**src/include/flash_map_pkg.sv**
```systemverilog
// package: address windows, pin monitor layout and bus carrier types
package flash_map_pkg;
   localparam logic [31:0] CMD_ISSUE_ADDR   = 32'hFFA20000;
   localparam logic [31:0] FW_STORE_LO      = 32'h00017000;
   localparam logic [31:0] FW_STORE_HI      = 32'h00017FFF;
   localparam logic [31:0] SEQ_RAM_LO       = 32'hFFA12000;
   localparam logic [31:0] SEQ_RAM_HI       = 32'hFFA12FFF;
   localparam logic [31:0] CFG_AREA_LO      = 32'hFF300040;
   localparam logic [31:0] CFG_AREA_HI      = 32'hFF30008F;
   localparam logic [31:0] OTP_AREA_LO      = 32'hFF380040;
   localparam logic [31:0] OTP_AREA_HI      = 32'hFF38009F;
   localparam logic [31:0] PIN_MONITOR_ADDR = 32'hFFA10000;
   localparam int          WE_MONITOR_BIT   = 7;
   localparam logic [7:0]  PIN_MONITOR_RESET = 8'h00;
   localparam logic [1:0]  SIZE_BYTE        = 2'h0;
   localparam logic [1:0]  SIZE_HALF        = 2'h1;
   localparam logic [1:0]  SIZE_WORD        = 2'h2;

   typedef enum logic [2:0] {
      REGION_NONE,
      REGION_CMD_ISSUE,
      REGION_FW_STORE,
      REGION_SEQ_RAM,
      REGION_CFG_AREA,
      REGION_OTP_AREA,
      REGION_PIN_MONITOR
   } region_type;

   typedef struct packed {
      logic        valid;
      logic        write;
      logic [1:0]  size;
      logic [31:0] addr;
      logic [31:0] wdata;
   } bus_req_type;

   typedef struct packed {
      logic        sel;
      logic        write;
      logic [31:0] offset;
      logic [31:0] wdata;
   } window_req_type;
endpackage : flash_map_pkg

```
**src/hdl/flash_hw_if_map.sv**
```systemverilog
// address decoder for the flash sequencer interface and pin monitor register
`timescale 1ns/100ps
`default_nettype none
// Summary of operation
// - decode one command word at FFA20000
// - firmware store 4 KB at 00017000
// - sequencer RAM/ROM 4 KB, read-only on ROM
// - configuration area 80 bytes decoded
// - OTP setting area 96 bytes decoded
// - pin monitor read-only, byte reads only
// - bit 7 follows the flash mode pin
// - write enable bit gates code P/E entry
// - reserved monitor bits read zero
// - ROM variant discards sequencer RAM window writes silently
module flash_hw_if_map
   import flash_map_pkg::*;
#(
   parameter bit ROM_VARIANT = 1'b0
)(
   input  wire logic           sys_clk,
   input  wire logic           rst_b,
   input  wire bus_req_type    bus_req,
   input  wire logic           firmware_area_select_bit,
   input  wire logic           flash_mode_pin,
   input  wire logic           pe_entry_request,
   input  wire logic [31:0]    window_rdata,
   output var  logic [31:0]    bus_rdata,
   output var  logic           bus_ack,
   output var  logic           bus_error,
   output var  logic           cmd_valid,
   output var  logic [31:0]    cmd_data,
   output var  window_req_type fw_store_req,
   output var  window_req_type seq_ram_req,
   output var  window_req_type cfg_area_req,
   output var  window_req_type otp_area_req,
   output var  logic           pe_entry_grant,
   output var  logic           pe_entry_refused
);
   logic       pin_level;
   logic [7:0] flash_pin_monitor;
   region_type region;
   logic       protected_area;
   logic       read_blocked;
   logic       width_bad;

   function automatic logic in_range(input logic [31:0] a,
                                     input logic [31:0] lo,
                                     input logic [31:0] hi);
      in_range = (a >= lo) && (a <= hi);
   endfunction : in_range

   function automatic window_req_type make_req(input logic        sel,
                                               input bus_req_type r,
                                               input logic [31:0] base);
      // local result: a dotted function name would resolve to the sel argument
      window_req_type v;
      v.sel    = sel;
      v.write  = r.write;
      v.offset = r.addr - base;
      v.wdata  = r.wdata;
      return v;
   endfunction : make_req

   pin_sync u_pin_sync (
      .sys_clk (sys_clk),
      .rst_b   (rst_b),
      .pin_in  (flash_mode_pin),
      .level   (pin_level)
   );

   // monitor register is not stored: bit 7 tracks the pin, rest are zero
   always_comb begin
      flash_pin_monitor                 = PIN_MONITOR_RESET;
      flash_pin_monitor[WE_MONITOR_BIT] = pin_level;
   end

   always_comb begin
      region = REGION_NONE;
      if (bus_req.addr[31:2] == CMD_ISSUE_ADDR[31:2]) begin
         region = REGION_CMD_ISSUE;
      end else if (in_range(bus_req.addr, FW_STORE_LO, FW_STORE_HI)) begin
         region = REGION_FW_STORE;
      end else if (in_range(bus_req.addr, SEQ_RAM_LO, SEQ_RAM_HI)) begin
         region = REGION_SEQ_RAM;
      end else if (in_range(bus_req.addr, CFG_AREA_LO, CFG_AREA_HI)) begin
         region = REGION_CFG_AREA;
      end else if (in_range(bus_req.addr, OTP_AREA_LO, OTP_AREA_HI)) begin
         region = REGION_OTP_AREA;
      end else if (bus_req.addr == PIN_MONITOR_ADDR) begin
         region = REGION_PIN_MONITOR;
      end
   end

   assign protected_area = (region == REGION_FW_STORE) || (region == REGION_CFG_AREA)
                           || (region == REGION_OTP_AREA);
   // reads of protected areas are only exposed while the select bit is set
   assign read_blocked   = protected_area && !bus_req.write && !firmware_area_select_bit;
   assign width_bad      = (region == REGION_PIN_MONITOR)
                           && (bus_req.write || bus_req.size != SIZE_BYTE);

   // window strobes are one-cycle pulses, registered like every output
   always_ff @(posedge sys_clk or negedge rst_b) begin
      if (!rst_b) begin
         fw_store_req <= '0;
         seq_ram_req  <= '0;
         cfg_area_req <= '0;
         otp_area_req <= '0;
      end else begin
         fw_store_req <= make_req(bus_req.valid && region == REGION_FW_STORE
                                  && !read_blocked, bus_req, FW_STORE_LO);
         // ROM variant drops writes to the window, no error raised
         seq_ram_req  <= make_req(bus_req.valid && region == REGION_SEQ_RAM
                                  && !(ROM_VARIANT && bus_req.write),
                                  bus_req, SEQ_RAM_LO);
         cfg_area_req <= make_req(bus_req.valid && region == REGION_CFG_AREA
                                  && !read_blocked, bus_req, CFG_AREA_LO);
         otp_area_req <= make_req(bus_req.valid && region == REGION_OTP_AREA
                                  && !read_blocked, bus_req, OTP_AREA_LO);
      end
   end

   always_ff @(posedge sys_clk or negedge rst_b) begin
      if (!rst_b) begin
         cmd_valid <= 1'b0;
         cmd_data  <= '0;
      end else begin
         cmd_valid <= bus_req.valid && bus_req.write && region == REGION_CMD_ISSUE;
         if (bus_req.valid && bus_req.write && region == REGION_CMD_ISSUE) begin
            cmd_data <= bus_req.wdata;
         end
      end
   end

   // answer one cycle after the request; window data is captured in the request cycle and returned with ack
   always_ff @(posedge sys_clk or negedge rst_b) begin
      if (!rst_b) begin
         bus_ack   <= 1'b0;
         bus_error <= 1'b0;
         bus_rdata <= '0;
      end else begin
         bus_ack   <= bus_req.valid;
         bus_error <= bus_req.valid && (region == REGION_NONE || width_bad);
         bus_rdata <= '0;
         if (bus_req.valid && !bus_req.write) begin
            case (region)
               REGION_PIN_MONITOR: begin
                  if (!width_bad) begin
                     bus_rdata <= {24'h000000, flash_pin_monitor};
                  end
               end
               REGION_FW_STORE, REGION_CFG_AREA, REGION_OTP_AREA: begin
                  if (!read_blocked) begin
                     bus_rdata <= window_rdata;
                  end
               end
               REGION_SEQ_RAM: begin
                  bus_rdata <= window_rdata;
               end
               default: begin
                  bus_rdata <= '0;
               end
            endcase
         end
      end
   end

   // code P/E entry allowed only while the pin reads as enabled
   always_ff @(posedge sys_clk or negedge rst_b) begin
      if (!rst_b) begin
         pe_entry_grant   <= 1'b0;
         pe_entry_refused <= 1'b0;
      end else begin
         pe_entry_grant   <= pe_entry_request && flash_pin_monitor[WE_MONITOR_BIT];
         pe_entry_refused <= pe_entry_request && !flash_pin_monitor[WE_MONITOR_BIT];
      end
   end
endmodule : flash_hw_if_map
`default_nettype wire

```
**src/hdl/pin_sync.sv**
```systemverilog
// three-stage synchroniser for the flash mode pin
`timescale 1ns/100ps
`default_nettype none
module pin_sync
   import flash_map_pkg::*;
(
   input  wire logic sys_clk,
   input  wire logic rst_b,
   input  wire logic pin_in,
   output var  logic level
);
   logic stage1;
   logic stage2;
   logic stage3;

   always_ff @(posedge sys_clk or negedge rst_b) begin
      if (!rst_b) begin
         stage1 <= 1'b0;
         stage2 <= 1'b0;
         stage3 <= 1'b0;
      end else begin
         stage1 <= pin_in;
         stage2 <= stage1;
         stage3 <= stage2;
      end
   end

   // change accepted only once the two later stages agree
   always_ff @(posedge sys_clk or negedge rst_b) begin
      if (!rst_b) begin
         level <= 1'b0;
      end else if (stage2 == stage3) begin
         level <= stage3;
      end
   end
endmodule : pin_sync
`default_nettype wire

```
**config.mk**
```make
export PLATFORM = sky130hd
export DESIGN_NAME = flash_hw_if_map
export DESIGN_NICKNAME = d
export VERILOG_FILES = /design/src/include/flash_map_pkg.sv /design/src/hdl/flash_hw_if_map.sv /design/src/hdl/pin_sync.sv
export SDC_FILE = /design/constraint.sdc
export NUM_CORES = 1
export LEC_CHECK = 0
export BUFFER_PORTS_ARGS = -buffer_cell sky130_fd_sc_hd__buf_2
export CAP_MARGIN = 20
export CELL_PAD_IN_SITES_DETAIL_PLACEMENT = 0
export CELL_PAD_IN_SITES_GLOBAL_PLACEMENT = 1
export CORE_MARGIN = 8
export CORE_UTILIZATION = 31
export DETAILED_ROUTE_END_ITERATION = 10
export PLACE_DENSITY = 0.79
export SYNTH_ARGS = -nofsm -noshare
export SYNTH_HDL_FRONTEND = slang
export SYNTH_SLANG_ARGS = --single-unit
```
**constraint.sdc**
```tcl
create_clock -name sys_clk -period 1.2 [get_ports sys_clk]
set_clock_uncertainty 0.2 [all_clocks]
set_input_delay 0.24 -clock sys_clk [delete_from_list [all_inputs] [get_ports sys_clk]]
set_output_delay 0.24 -clock sys_clk [all_outputs]
set_load 0.01 [all_outputs]
```
==> flow_summary.ini <==
[run_status]
outcome = finished with violations
violations = negative hold slack, negative setup slack

[clock_network]
clk_latency_ns = 0.50
clk_path_buf_depth = 3
cts_buffers = 22
cts_tree = built
cts.clk_slew.worst_paths_ns = 0.06
cts.sinks = 201
root_buffer = clkbuf_16
ctsHtreeMaxLevel = 1

[yosys]
yosys-top-cells-area = dfrtp_1 58%, buf_4 12%, nand2_1 5.4%
synth_area_leader_cell = dfrtp_1
yosysUniqueCellTypes = 55
netlist_area_um2 = 8680
yosysSeqAreaShare_pct = 58.0
synth_ff_type = dfrtp_1
synth.top_cell.area_share_pct = 58.0
synth_area_per_cell_um2 = 11.2
netlist_instances = 777
synth_seq_cells = 201
yosys_warnings = 0
synth-edff-count = 0
syn_nets = 892
synthArstFlopShare_pct = 100

[finish]
fin_cells = 1820
area_delta_synth_final_pct = 94.6
drive_above_1_share_pct = 68.0
nets = 1541
fin_util_pct = 61.0

[setup_path]
cp_max_fo = 18
worstPathArrival_ns = 2.34
max_stage_delay_ns = 0.53
crit_type = primary input to flop
crit_path_frequent_cell = or4_4
regToRegStartpoint = u_pin_sync.level
path_cells = buf_6 > or4_4 > or4_4 > or3_4 > o211ai_4 > a31oi_4 > buf_12 > nor2b_2
cp-startpoint = bus_req[56]
crit_path_top_delay_cell = or4_4
critPathCaptureType = flop
crit_path_start_kind = primary input
required_ns = 1.43

[global_routing]
overflow = 0
grt_usage_pct = 20.4
grt_pass1_wl_um = 53300
antenna_found_initial = 2
grt_pass1_vias = 8887
grt_max_degree = 55

[timing]
slew_violations = 0
setup_viol = 464
worstMarginPinSlew_ns = 0.483
holdWs_ns = -0.0217
relSlewSlack_pct = 67.7
rsz0062_at_grt = true
finalHoldViolCount = 2
period_minus_slack_ns = 2.11
setup_slack_ns = -0.905
period_share_pct = 175
fin_tns_setup_ns = -170.57
max_freq_ghz = 0.475

[min_path]
hold_start = bus_req[58]
min_path_type = primary input to flop

[power]
seqPwrFrac_pct = 40.8
power.internal_uw = 13500
peakVddDrop_uv = 933
p_switching_uw = 4530
clkPwrFrac_pct = 40.9
power.leakage_uw = 0.00840
power_frac_comb_pct = 18.3
switching_share_pct = 25.1
power_density_nw_per_um2 = 1070

[detailed_routing]
route.detailed.drc = 0
antenna_left = 0
vias = 8174
routed_via_density = 4.49
drtPass1Iterations = 4
drt_iter0_drc = 356
routed_wl_um = 38400
wire_per_inst_um = 21.1

[die]
core_area_um2 = 27700
ios = 438
die_area_um2 = 33600
die_width_um = 183
start_util_pct = 31.3
die_height_um = 183
num_rows = 61

[place]
place_inst = 1584
io_buffers = 437
place.gp.congestion = 0.908
dp.final_hpwl_um = 24600

[job]
maxCapViolCount = 0
critical path, delay by kind of cell:
kind,cells,cell delay (ns)
AOI/OAI and AO/OA,2,0.27
buffers and inverters,2,0.29
and+or+nand+nor,4,1.53
placed cells by master (no fill, tap or decap), drive strengths merged, types with 4 or more instances in the layout:
| cell type | synthesis | layout |
|---|---|---|
| buf | 147 | 674 |
| dfrtp | 201 | 201 |
| nand2 | 126 | 126 |
| dlygate4sd3 | 0 | 109 |
| xnor2 | 37 | 37 |
| nor2 | 36 | 36 |
| nor2b | 34 | 34 |
| clkbuf | 19 | 33 |
| xor2 | 28 | 28 |
| nand3 | 18 | 18 |
| inv | 17 | 16 |
| nor3 | 14 | 14 |
| o21ai | 13 | 13 |
| nor4 | 10 | 10 |
| ha | 10 | 10 |
| nand4 | 7 | 7 |
| dlymetal6s4s | 0 | 7 |
| or3 | 7 | 7 |
| a21oi | 6 | 6 |
| a31oi | 5 | 5 |
| bufinv | 0 | 4 |
| and4 | 4 | 4 |
flip-flops by register name (all words and copies together), names as in the netlist:
register	count
u_pin_sync.stage1	1
pe_entry_grant	1
cmd_valid	1
seq_ram_req	27
bus_rdata	32
bus_error	1
u_pin_sync.stage2	1
cmd_data	32
bus_ack	1
fw_store_req	21
u_pin_sync.stage3	1
otp_area_req	66
cfg_area_req	14
pe_entry_refused	1
u_pin_sync.level	1
through the flow:
stage / setup WS (ns) / cell area [um2] / total power (uW)
after CTS: -0.883 / 15400 / 17800
after detailed placement: -1.54 / 11700 / 9650
after global routing: -0.941 / 16900 / 18800
after global placement: -1.47 / 11700 / 9640
after floorplan: -1.22 / 9140 / 8520
final: -0.905 / 16900 / 18100
power groups by stage:
stage	registers (uW)	logic [uW]	clock network, uW
floorplan	7500	1020	0
global placement	7380	2260	0
detailed placement	7380	2270	0
CTS	7310	2920	7560
global route	7380	3510	7880
finish	7360	3300	7390
timing repair:
item / CTS / global route
gates resized for setup: 280 / 293
setup buffers: 47 / 43
hold endpoints to repair: 377 / 10
hold buffers: 115 / 2
endpoints found under the setup margin: 460 / 474
cloned: 7 / 0
pin swaps: 69 / 86
final timing paths:
path / endpoint / slack (ns) / cells past startpoint
worst min-delay path: fw_store_req[59] / -0.02 / 4
worst max-delay path: bus_rdata[5] / -0.91 / 8
worst min register to register: u_pin_sync.stage2 / 0.15 / 0
min in group asynchronous: cfg_area_req[59] / 0.10 / 3
worst max register to register: bus_rdata[7] / -0.01 / 4
max in group asynchronous: seq_ram_req[59] / -0.07 / 3
cell type report:
| class | count | area, um2 |
|---|---|---|
| fill | 2062 | 10800 |
| timing repair buffer | 791 | 6820 |
| sequential | 201 | 5060 |
| multi-input combinational | 393 | 3640 |
| clock buffer | 32 | 658 |
| tap | 378 | 473 |
| clock inverter | 6 | 144 |
| inverter | 17 | 85.1 |
| antenna | 2 | 5.00 |
synthesized netlist by cell type, types with 2 or more instances:
cell	n
o41ai_1	3
nor2_1	36
xnor2_1	37
nor2b_1	4
or3_1	6
o31ai_1	2
clkbuf_1	19
ha_1	10
a31oi_1	4
a21oi_1	6
o21bai_1	2
and4_1	3
xor2_1	28
and2_1	3
nor4_1	9
and3_1	3
o21ai_0	11
nand2_1	126
nand2b_1	2
nor3b_1	3
or2_2	3
nand4_1	7
buf_4	136
buf_1	4
dfrtp_1	201
nor2b_2	28
buf_2	3
inv_1	16
or4_4	3
buf_6	4
nor2b_4	2
nor3_1	13
nand3_1	18
kinds of logic (layout without fill, tap and decap cells):
kind of cell / Yosys count / in the layout / synth area share (%)
flops: 201 / 201 / 58.0
fa+ha+maj: 11 / 11 / 1.56
xor+xnor: 65 / 65 / 6.56
other cells: 0 / 2 / 0
buf+inv: 183 / 846 / 14.2
compound gates: 41 / 41 / 3.39
simple gates: 276 / 276 / 16.3
per-layer routing:
layer | track usage, % | routed length [um] | up-vias
li1 | - | - | 3670
met1 | 21.7 | 13600 | 4047
met2 | 37.2 | 20400 | 356
met3 | 5.05 | 2730 | 101
met4 | 9.82 | 1650 | 0
met5 | 0 | 0 | -
No activity file was read; power rests on OpenSTA's default activity.
